### src/inc/p3wk_pkg.sv
// Constants and types shared by the port 3 wake compare block
package p3wk_pkg;
    // Register offsets (linear addresses)
    localparam logic [11:0] ADDR_WAKE_STATUS_CONTROL = 12'hF0A;
    localparam logic [11:0] ADDR_PORT3_WAKE_SELECT = 12'hF0E;
    // Field positions
    localparam int SEL_LSB = 0;
    localparam int SEL_W = 4;
    localparam int P2_ORIGIN_LSB = 0;
    localparam int P3_ORIGIN_LSB = 2;
    localparam int IRQ_EN_BIT = 4;
    localparam int P3M_IRQ_BIT = 1;
    // Reset values
    localparam logic [3:0] SEL_RESET = 4'h0;
    localparam logic [7:0] WSC_RESET = 8'h00;
    // Reference origin codes
    typedef enum logic [1:0] {
        ORIGIN_NONE = 2'h0,
        ORIGIN_READ = 2'h1,
        ORIGIN_WRITE = 2'h2,
        ORIGIN_RSVD = 2'h3
    } p3wk_origin_t;
endpackage

### src/logic/p3wk_pin_cmp.sv
// One port 3 pin compare cell: reference bit and mismatch flag
`timescale 1ns/1ps
module p3wk_pin_cmp
    import p3wk_pkg::*;
(
    // Clock and reset
    input wire logic clk,
    input wire logic reset_n,
    // Control
    input wire logic selected,
    input wire logic capture,
    input wire logic captureValue,
    input wire logic useRef,
    // Pin and result
    input wire logic pinLevel,
    output logic mismatch
);
    typedef struct packed {
        logic refBit;
        logic mismatch;
    } p3wk_cell_t;

    p3wk_cell_t state;
    p3wk_cell_t next_state;

    always_comb begin
        next_state = state;
        if (capture) begin
            next_state.refBit = captureValue;
        end
        // Default compares with zero; with a reference, any difference
        next_state.mismatch = selected &&
            (useRef ? (pinLevel != state.refBit) : !pinLevel);
    end

    always_ff @(posedge clk or negedge reset_n) begin
        if (!reset_n) begin
            state <= '0;
        end else begin
            state <= next_state;
        end
    end

    assign mismatch = state.mismatch;

    a_unsel_quiet: assert property (
        @(posedge clk) disable iff (!reset_n)
        !$past(selected) |-> !mismatch)
        else $error("unselected pin flagged a mismatch");
endmodule

### src/logic/p3wk_wake_compare.sv
// Port 3 wake compare logic with its two control registers
//
// Strobed register access was chosen for this implementation.
`timescale 1ns/1ps
// How it works
// - A 1 in bits 3:0 of port3_wake_select enables that port 3 pin.
// - Any set of the four pins may be selected, each compared alone.
// - Without a reference, a selected pin wakes when it reads zero.
// - Once selected, each port 3 data read or write captures the ref.
// - With a reference, a selected pin wakes when it differs from it.
// - Status bits 3:2 show port 3 origin: 00 none, 01 read, 10 write.
// - Software may clear bits 3:2 to 00 to return to zero compare.
// - Status bits 1:0 show port 2 origin: 00 none, 01 read, 10 write.
// - Bit 4 routes wake events to interrupt line one.
// - Neither register is reinitialised by wake recovery.
// - Any one enabled wake source is enough to trigger recovery.
module p3wk_wake_compare
    import p3wk_pkg::*;
(
    // Clock and reset
    input wire logic clk,
    input wire logic reset_n,
    // Register port
    input wire logic [11:0] regAddr,
    input wire logic [7:0] regWdata,
    input wire logic regWrite,
    input wire logic regRead,
    output logic [7:0] regRdata,
    // Port data register accesses
    input wire logic port3Read,
    input wire logic port3Write,
    input wire logic [3:0] port3Value,
    input wire logic port2Read,
    input wire logic port2Write,
    input wire logic port2Selected,
    // Pins and mode
    input wire logic [3:0] port3Pins,
    input wire logic port3ModeIrqBit,
    input wire logic otherWakeSources,
    // Results
    output logic wakeFromHalt,
    output logic interruptLineOne
);
    typedef struct packed {
        logic [3:0] select;
        logic irqEnable;
        p3wk_origin_t p3Origin;
        p3wk_origin_t p2Origin;
        logic [7:0] rdata;
        logic wake;
        logic irq;
    } p3wk_state_t;

    p3wk_state_t state;
    p3wk_state_t next_state;
    logic [3:0] pinMismatch;
    logic p3Access;
    logic useRef;
    logic selWrite;
    logic statusWrite;
    logic statusRead;
    logic selRead;
    logic anyP3Access;
    logic p2Access;

    // Decoded strobes, shared by the checks below
    assign selWrite = regWrite && (regAddr == ADDR_PORT3_WAKE_SELECT);
    assign statusWrite = regWrite && (regAddr == ADDR_WAKE_STATUS_CONTROL);
    assign statusRead = regRead && (regAddr == ADDR_WAKE_STATUS_CONTROL);
    assign selRead = regRead && (regAddr == ADDR_PORT3_WAKE_SELECT);
    assign anyP3Access = port3Read || port3Write;
    assign p2Access = port2Selected && (port2Read || port2Write);

    // A capture while origin is none only arms the reference next cycle
    assign p3Access = (port3Read || port3Write) && (state.select != 4'h0);
    assign useRef = (state.p3Origin != ORIGIN_NONE);

    genvar gi;
    generate
        for (gi = 0; gi < SEL_W; gi++) begin : g_pin
            p3wk_pin_cmp u_cmp (
                .clk(clk),
                .reset_n(reset_n),
                .selected(state.select[gi]),
                .capture((port3Read || port3Write) && state.select[gi]),
                .captureValue(port3Value[gi]),
                .useRef(useRef),
                .pinLevel(port3Pins[gi]),
                .mismatch(pinMismatch[gi])
            );
        end
    endgenerate

    always_comb begin
        next_state = state;
        next_state.rdata = 8'h00;
        // Software write first; a same-cycle access then wins the field
        if (regWrite && regAddr == ADDR_PORT3_WAKE_SELECT) begin
            next_state.select = regWdata[SEL_LSB +: SEL_W];
        end
        if (regWrite && regAddr == ADDR_WAKE_STATUS_CONTROL) begin
            next_state.irqEnable = regWdata[IRQ_EN_BIT];
            next_state.p3Origin =
                p3wk_origin_t'(regWdata[P3_ORIGIN_LSB +: 2]);
            next_state.p2Origin =
                p3wk_origin_t'(regWdata[P2_ORIGIN_LSB +: 2]);
        end
        if (p3Access) begin
            next_state.p3Origin =
                port3Write ? ORIGIN_WRITE : ORIGIN_READ;
        end
        if (port2Selected && (port2Read || port2Write)) begin
            next_state.p2Origin =
                port2Write ? ORIGIN_WRITE : ORIGIN_READ;
        end
        if (regRead) begin
            unique case (regAddr)
                ADDR_WAKE_STATUS_CONTROL: begin
                    next_state.rdata = {3'h0, state.irqEnable,
                        state.p3Origin, state.p2Origin};
                end
                // Select bits are write only; all of 7:0 read as zero here
                default: begin
                    next_state.rdata = 8'h00;
                end
            endcase
        end
        next_state.wake = (|pinMismatch) ||
            otherWakeSources;
        next_state.irq = next_state.wake &&
            (state.irqEnable || port3ModeIrqBit);
    end

    // Only reset_n clears state; wake recovery has no reset path here
    always_ff @(posedge clk or negedge reset_n) begin
        if (!reset_n) begin
            state <= '{select: SEL_RESET, irqEnable: WSC_RESET[IRQ_EN_BIT],
                p3Origin: ORIGIN_NONE, p2Origin: ORIGIN_NONE,
                rdata: 8'h00, wake: 1'b0, irq: 1'b0};
        end else begin
            state <= next_state;
        end
    end

    assign regRdata = state.rdata;
    assign wakeFromHalt = state.wake;
    assign interruptLineOne = state.irq;

    // Reference origin tracking
    a_origin_write: assert property (
        @(posedge clk) disable iff (!reset_n)
        (port3Write && state.select != 4'h0) |=>
        state.p3Origin == ORIGIN_WRITE)
        else $error("port 3 write did not mark origin write");
    a_origin_read: assert property (
        @(posedge clk) disable iff (!reset_n)
        (port3Read && !port3Write && state.select != 4'h0) |=>
        state.p3Origin == ORIGIN_READ)
        else $error("port 3 read did not mark origin read");
    a_origin_clear: assert property (
        @(posedge clk) disable iff (!reset_n)
        (regWrite && regAddr == ADDR_WAKE_STATUS_CONTROL &&
        regWdata[3:2] == 2'h0 && !p3Access) |=>
        state.p3Origin == ORIGIN_NONE)
        else $error("origin clear was not taken");
    a_p2_origin: assert property (
        @(posedge clk) disable iff (!reset_n)
        (port2Selected && port2Write) |=>
        state.p2Origin == ORIGIN_WRITE)
        else $error("port 2 write did not mark origin");
    a_p2_read: assert property (
        @(posedge clk) disable iff (!reset_n)
        (p2Access && !port2Write) |=>
        state.p2Origin == ORIGIN_READ)
        else $error("port 2 read did not mark origin");
    a_p2_keep: assert property (
        @(posedge clk) disable iff (!reset_n)
        (!p2Access && !statusWrite) |=>
        $stable(state.p2Origin))
        else $error("port 2 origin moved without a cause");
    a_p3_keep: assert property (
        @(posedge clk) disable iff (!reset_n)
        (!p3Access && !statusWrite) |=>
        $stable(state.p3Origin))
        else $error("port 3 origin moved without a cause");
    a_no_sel_origin: assert property (
        @(posedge clk) disable iff (!reset_n)
        (anyP3Access && state.select == 4'h0 && !statusWrite) |=>
        $stable(state.p3Origin))
        else $error("access with nothing selected set the origin");
    a_set_wins: assert property (
        @(posedge clk) disable iff (!reset_n)
        (p3Access && statusWrite) |=>
        state.p3Origin != ORIGIN_NONE)
        else $error("software clear beat a port 3 access");

    // Control register contents
    a_sel_write: assert property (
        @(posedge clk) disable iff (!reset_n)
        selWrite |=>
        state.select == $past(regWdata[SEL_LSB +: SEL_W]))
        else $error("select write not taken");
    a_sel_keep: assert property (
        @(posedge clk) disable iff (!reset_n)
        !selWrite |=>
        $stable(state.select))
        else $error("select changed without a write");
    a_irqen_write: assert property (
        @(posedge clk) disable iff (!reset_n)
        statusWrite |=>
        state.irqEnable == $past(regWdata[IRQ_EN_BIT]))
        else $error("interrupt enable write not taken");
    a_irqen_keep: assert property (
        @(posedge clk) disable iff (!reset_n)
        !statusWrite |=>
        $stable(state.irqEnable))
        else $error("interrupt enable changed without a write");

    // Read port
    a_read_lat: assert property (
        @(posedge clk) disable iff (!reset_n)
        (regRead && regAddr == ADDR_WAKE_STATUS_CONTROL) |=>
        regRdata[4] == $past(state.irqEnable))
        else $error("status read data wrong");
    a_status_read: assert property (
        @(posedge clk) disable iff (!reset_n)
        statusRead |=>
        regRdata[3:0] == {$past(state.p3Origin), $past(state.p2Origin)})
        else $error("status origin fields read wrong");
    a_rsvd_zero: assert property (
        @(posedge clk) disable iff (!reset_n)
        regRead |=>
        regRdata[7:5] == 3'h0)
        else $error("reserved status bits not zero");
    a_sel_read: assert property (
        @(posedge clk) disable iff (!reset_n)
        selRead |=>
        regRdata == 8'h00)
        else $error("write only select register returned data");
    a_rdata_idle: assert property (
        @(posedge clk) disable iff (!reset_n)
        !regRead |=>
        regRdata == 8'h00)
        else $error("read data stood without a read");

    // Wake and interrupt
    a_zero_wake: assert property (
        @(posedge clk) disable iff (!reset_n)
        (state.select[0] && state.p3Origin == ORIGIN_NONE &&
        !port3Pins[0]) ##1 state.select[0] |=> wakeFromHalt)
        else $error("zero level on selected pin did not wake");
    a_no_sel_quiet: assert property (
        @(posedge clk) disable iff (!reset_n)
        (state.select == 4'h0) |=>
        (pinMismatch == 4'h0))
        else $error("mismatch with no pin selected");
    a_wake_pin: assert property (
        @(posedge clk) disable iff (!reset_n)
        (|pinMismatch) |=>
        wakeFromHalt)
        else $error("pin mismatch did not wake");
    a_wake_quiet: assert property (
        @(posedge clk) disable iff (!reset_n)
        ((pinMismatch == 4'h0) && !otherWakeSources) |=>
        !wakeFromHalt)
        else $error("wake raised with no source");
    a_irq_gate: assert property (
        @(posedge clk) disable iff (!reset_n)
        interruptLineOne |-> wakeFromHalt &&
        ($past(state.irqEnable) || $past(port3ModeIrqBit)))
        else $error("interrupt without enable or wake");
    a_irq_raise: assert property (
        @(posedge clk) disable iff (!reset_n)
        (wakeFromHalt && $past(state.irqEnable)) |->
        interruptLineOne)
        else $error("enabled wake gave no interrupt");
    a_mode_irq: assert property (
        @(posedge clk) disable iff (!reset_n)
        (wakeFromHalt && $past(port3ModeIrqBit)) |->
        interruptLineOne)
        else $error("mode bit wake gave no interrupt");
    a_other_wake: assert property (
        @(posedge clk) disable iff (!reset_n)
        otherWakeSources |=> wakeFromHalt)
        else $error("other wake source ignored");
    a_wake_cause: assert property (
        @(posedge clk) disable iff (!reset_n)
        wakeFromHalt |-> $past(|pinMismatch) ||
        $past(otherWakeSources))
        else $error("wake without any cause");

    // A stuck cell would hide behind the OR, so each one is checked alone
    generate
        for (gi = 0; gi < SEL_W; gi++) begin : g_pin_chk
            a_pin_unsel: assert property (
                @(posedge clk) disable iff (!reset_n)
                !state.select[gi] |=> !pinMismatch[gi])
                else $error("unselected pin raised its mismatch");
        end
    endgenerate

    c_write_ref: cover property (@(posedge clk) disable iff (!reset_n)
        port3Write && state.select != 4'h0 ##2 wakeFromHalt);
    c_read_ref: cover property (@(posedge clk) disable iff (!reset_n)
        port3Read && state.select != 4'h0 ##1 useRef);
    c_irq: cover property (@(posedge clk) disable iff (!reset_n)
        interruptLineOne);
    c_clear: cover property (@(posedge clk) disable iff (!reset_n)
        useRef ##1 !useRef);
    c_mode_irq: cover property (@(posedge clk) disable iff (!reset_n)
        interruptLineOne && !state.irqEnable);
endmodule
### config.mk
export PLATFORM = sky130hd
export DESIGN_NAME = p3wk_wake_compare
export DESIGN_NICKNAME = d
export VERILOG_FILES = /design/src/inc/p3wk_pkg.sv /design/src/logic/p3wk_pin_cmp.sv /design/src/logic/p3wk_wake_compare.sv
export SDC_FILE = /design/constraint.sdc
export NUM_CORES = 1
export LEC_CHECK = 0
export BUFFER_PORTS_ARGS = -buffer_cell sky130_fd_sc_hd__buf_2
export CELL_PAD_IN_SITES_DETAIL_PLACEMENT = 1
export CELL_PAD_IN_SITES_GLOBAL_PLACEMENT = 1
export CORE_MARGIN = 10
export CORE_UTILIZATION = 25
export CTS_CLUSTER_DIAMETER = 40
export DETAILED_ROUTE_END_ITERATION = 8
export PLACE_DENSITY_LB_ADDON = 0.1
export SETUP_SLACK_MARGIN = 0.1
export SLEW_MARGIN = 20
export SYNTH_ARGS = -nofsm -noshare
export SYNTH_HDL_FRONTEND = slang
export SYNTH_SLANG_ARGS = --single-unit
### constraint.sdc
create_clock -name clk -period 2.4 [get_ports clk]
set_clock_uncertainty 0.05 [all_clocks]
set_input_delay 0.12 -clock clk [delete_from_list [all_inputs] [get_ports clk]]
set_output_delay 0.12 -clock clk [all_outputs]
set_load 0.005 [all_outputs]
Word-level counts from Yosys, hierarchy flattened
Cells that the tools add are included.

word-level totals
  register bits after elaboration = 27
  input port bits = 39
  output and inout port bits = 10
  logic and storage cells = 58

cells by class
  equal/unequal tests = 6
  multiplexer cells = 11
  reductions and logical operators = 26

operators with widths
  kind                                         number
  12-bit equality test, second input constant  2
  1-bit logical AND                            13
  5-bit two-way mux                            2
  2-bit two-way mux                            4
  2-bit nonzero test                           3
  1-bit logical NOT                            4
  1-bit logical OR                             4
  1-bit two-way mux                            4
  4-bit two-way mux                            1
  1-bit != test                                4
  4-bit nonzero test                           1
  4-bit OR reduction                           1

Longest topological paths before layout
  word-level depth = 4
  mapped depth = 5
  mapped depth without buffers = 4

Cells and area by module
A second synthesis with hierarchy kept.

second synthesis, totals
  cells, all modules = 94
  area, all modules = 1,129.8 um^2

modules (own cells, without submodules)
  module             instances  cells each  area each (um^2)  seq. area each (um^2)
  p3wk_wake_compare  1          66          774.5             400.4
  p3wk_pin_cmp       4          7           88.8              50.0

Least setup slack after synthesis
Ideal clock, no wire load.

  kind = in2reg
  from = input regAddr[5]
  to = register state[11] in the netlist's numbering
  library setup time = 121 ps
  arrival time = 1,628 ps
  required time = 2,229 ps
  setup slack = 601 ps
  stages = 4
  path buffers = 0
  cell sequence = or4_4 nor4_4 mux2_4 a22o_2

on the way
  cells in the longest elaborated chain, start to end = 3

RTL lines
  what                                 RTL line                  text
  start: declaration                   p3wk_wake_compare.sv:24   input wire logic [11:0] regAddr,
  12-bit equality test                 p3wk_wake_compare.sv:101  if (regWrite && regAddr == ADDR_WAKE_STATUS_CONTROL) begin
  1-bit logical AND                    p3wk_wake_compare.sv:101
  2-bit nonzero test (no source line)  --
  end signal: assignment               p3wk_wake_compare.sv:137  state <= '{select: SEL_RESET, irqEnable: WSC_RESET[IRQ_EN_BIT],
  end signal: assignment               p3wk_wake_compare.sv:141  state <= next_state;
  end: declaration                     p3wk_wake_compare.sv:54   p3wk_state_t state;

No other way between the ends.
A chain may end at the register's enable or synchronous reset.

Worst setup path in the final report
  from = input regAddr[5]
  to = register state[16] in the netlist's numbering

on the way
  cells in the longest elaborated chain, start to end = 2

RTL lines
  what                  RTL line                 text
  12-bit equality test  p3wk_wake_compare.sv:98  if (regWrite && regAddr == ADDR_PORT3_WAKE_SELECT) begin
  1-bit logical AND     p3wk_wake_compare.sv:98

No other way between the ends.

==> results.md <==
* Status: completed
* Core footprint at just over 4000 um2
* DIE WIDTH at between 80 and 90 um
* Switching share of total power at approximately a fifth
* Mapped Cells at 90
* Avg Inst Size Synth at between 10 and 15 um2
* H-tree Lvls at 1
* Postcts setup bufs at 0
* Post-route DRC at 0
* IO Port Bufs at between 40 and 50
* Via count at around 810
* Setup crit end kind: flip-flop
* CTS max path bufs at 2
* RSZ-0062 raised after global routing: false
* TritonCTS Sinks at 24
* Area delta synth->final at 28.88%
* Initial antenna violation count at 0
* GP Congestion at 0.7112
* Root Driver: clkbuf_8
* Critical path arrival at around 1.6 ns
* Clock latency on the worst-skew pair at between 0.2 and 0.3 ns
* Gr ovfl total at 0
* Placed inst area at between 1000 and 1500 um2
* Lkg Pwr at between 0.7 and 0.8 nW
* Dpl ws at between 0.5 and 0.6 ns
* Crit-path max FO at 4
* Setup CP Type: in -> reg
* Fin crit share at 63.71%
* Pin count of the biggest net entering global routing at 25
* Seq/Total Area, Yosys at between 50% and 60%
* Internal at 0.6782 mW
* Setup ws final at slightly below 0.9 ns
* Sequential share of power at about half
* Comb pwr share at just under 9%
* Pwr dens at between 600 and 700 nW/um2
* Share of post-route cells with drive strength above 1 at 45.45%
* CP startpoint kind: input pin
* Yosys Warn Count at 0
* Tmin final at ~1.5 ns
* Slew margin rel. at about 65%
* Psw at 0.1696 mW
* Setup TNS at 0 ns
* Vias per cell at 4.423
* Vias in the first global route at roughly 920
* Die area at between 7000 and 8000 um2
* Cts bufs inserted at 3
* Clk pwr share at approximately two fifths
* Max_cap viols at 0
* Worst EP required at roughly 2.5 ns
* Post-CTS Hold Buffers at 2
* Total track usage at 7.276%
* Flop2flop setup slack at between 1 and 1.5 ns
* Yosys reg bits at 24
* Initial DRC Count at 6
* Final Max Slew Viols at 0
* Final #Nets at about 170
* Peak supply drop at 0.0002142 V
* Worst-margin pin slew at around 0.53 ns
* Yosys top cell by area: dfrtp_1
* Initial core utilization at around a quarter
* Row Count at 23
* Synth area leaders: dfrtp_1 55%, mux2_2 9.3%, buf_4 5.5%
* First-pass GRT wire length at 4395 um
* Post-synth top area share at 55.24%
* Cell Area, Synth at approximately 1100 um2
* Final HPWL DP at approximately 2200 um
* Post-route ant nets at 0
* PostCTS Resize Cnt at 0
* Clock transition at the registers of the reported paths at ~0.08 ns
* Final setup fails at 0
* Post-synthesis cell type count at 24
* Fmax at around 650 MHz
* TritonCTS clock tree: yes
* IO Count at 49
* Chip height at roughly 86 um
* Diodes inserted at 0
* Routed wire length at 2610 um
* Design Area, Final at 1401 um2
* Hold/Removal Path Class: in -> reg
* WL/cell at around 14 um
* Hold Fails Final Rpt at 0
* Drt pass-1 iters at 4
critical path, stage by stage:
cell and delay, ns:
buf_2 0.09, or4_4 0.54, nor3_1 0.22, and3_1 0.29, mux2_2 0.36
final cells by class:
type                            instances  area (um2)
Multi-Input combinational cell         59       429.2
Sequential cell                        24       600.6
Timing Repair Buffer                   45       237.7
Fill cell                             491        2714
Tap cell                               50       62.56
Clock buffer                            3       41.29
Clock inverter                          1       30.03
sequential cells by signal, indices dropped and copies added (netlist names):
signal and count:
regRdata 5, wakeFromHalt 1, g_pin.u_cmp.state 4, g_pin.u_cmp.mismatch 4
interruptLineOne 1, state 9
cell usage in the layout (no fill, tap or decap), types with 2 or more instances in the layout:
| master | n |
|---|---|
| buf_2 | 42 |
| conb_1 | 3 |
| and2_1 | 5 |
| nand2_1 | 3 |
| nor3_1 | 2 |
| clkbuf_8 | 3 |
| nor2_1 | 4 |
| mux2_2 | 9 |
| dfrtp_1 | 24 |
| and3_1 | 5 |
| or3_1 | 4 |
| o21ai_0 | 9 |
| mux2i_1 | 4 |
| dlygate4sd3_1 | 2 |
kinds of logic (layout without fill, tap and decap cells):
logic type	Yosys count	count (layout)	share of synthesized area, %
buf+inv	9	49	5.984
other cells	1	3	0.3449
compound gates	12	12	6.444
flops	24	24	55.24
simple gates	30	30	17.61
mux	14	14	14.38
cells in the mapped netlist:
library cell and number:
conb_1 1, buf_2 1, dfrtp_1 24, o21a_1 1
nand3b_1 1, nand2b_1 1, mux2_2 9, nand2_1 3
a22oi_1 1, mux2_4 1, nor3_1 2, or3_1 4
and3_1 5, and3b_1 1, mux2i_1 4, nand4_1 1
or4_4 1, nor2_1 4, and2_1 5, o21ai_0 9
buf_4 8, nor4_4 1, nor4_1 1, a22o_2 1
power by group through the flow:
stage | clock network, mW | logic [mW] | registers [mW]
floorplan | 0 | 0.0307 | 0.428
global placement | 0 | 0.0719 | 0.429
detailed placement | 0 | 0.0746 | 0.430
CTS | 0.363 | 0.0773 | 0.421
global route | 0.379 | 0.0867 | 0.423
finish | 0.352 | 0.0749 | 0.421
worst paths after layout:
path,startpoint,end,depth (start not counted)
min reg2reg,g_pin[2].u_cmp.mismatch,wakeFromHalt,2
max reg2reg,state[13],g_pin[3].u_cmp.mismatch,3
max,regAddr[5],state[16],5
min in group asynchronous,reset_n,regRdata[0],2
min,otherWakeSources,wakeFromHalt,3
max in group asynchronous,reset_n,state[16],2
through the flow:
stage                     cells  hold WS (ns)  utilization [%]  total power [mW]
final                       182       0.01134            34.05            0.8478
after global routing        182      0.008124            34.05            0.8889
after CTS                   182      0.005713            34.05            0.8618
after detailed placement    176       0.09289            31.83            0.5042
after floorplan              92       -0.2256                -            0.4584
after global placement      176       0.08641            31.83            0.5010
metal layers:
metal | GRT usage [%] | routed length (um) | part of all wire [%]
met5 | 0 | 0 | 0
met4 | 2.695 | 14 | 0.54
met3 | 3.784 | 263 | 10
met2 | 11.70 | 1242 | 48
met1 | 7.963 | 1090 | 42
Power figures use the tool's default switching activity.
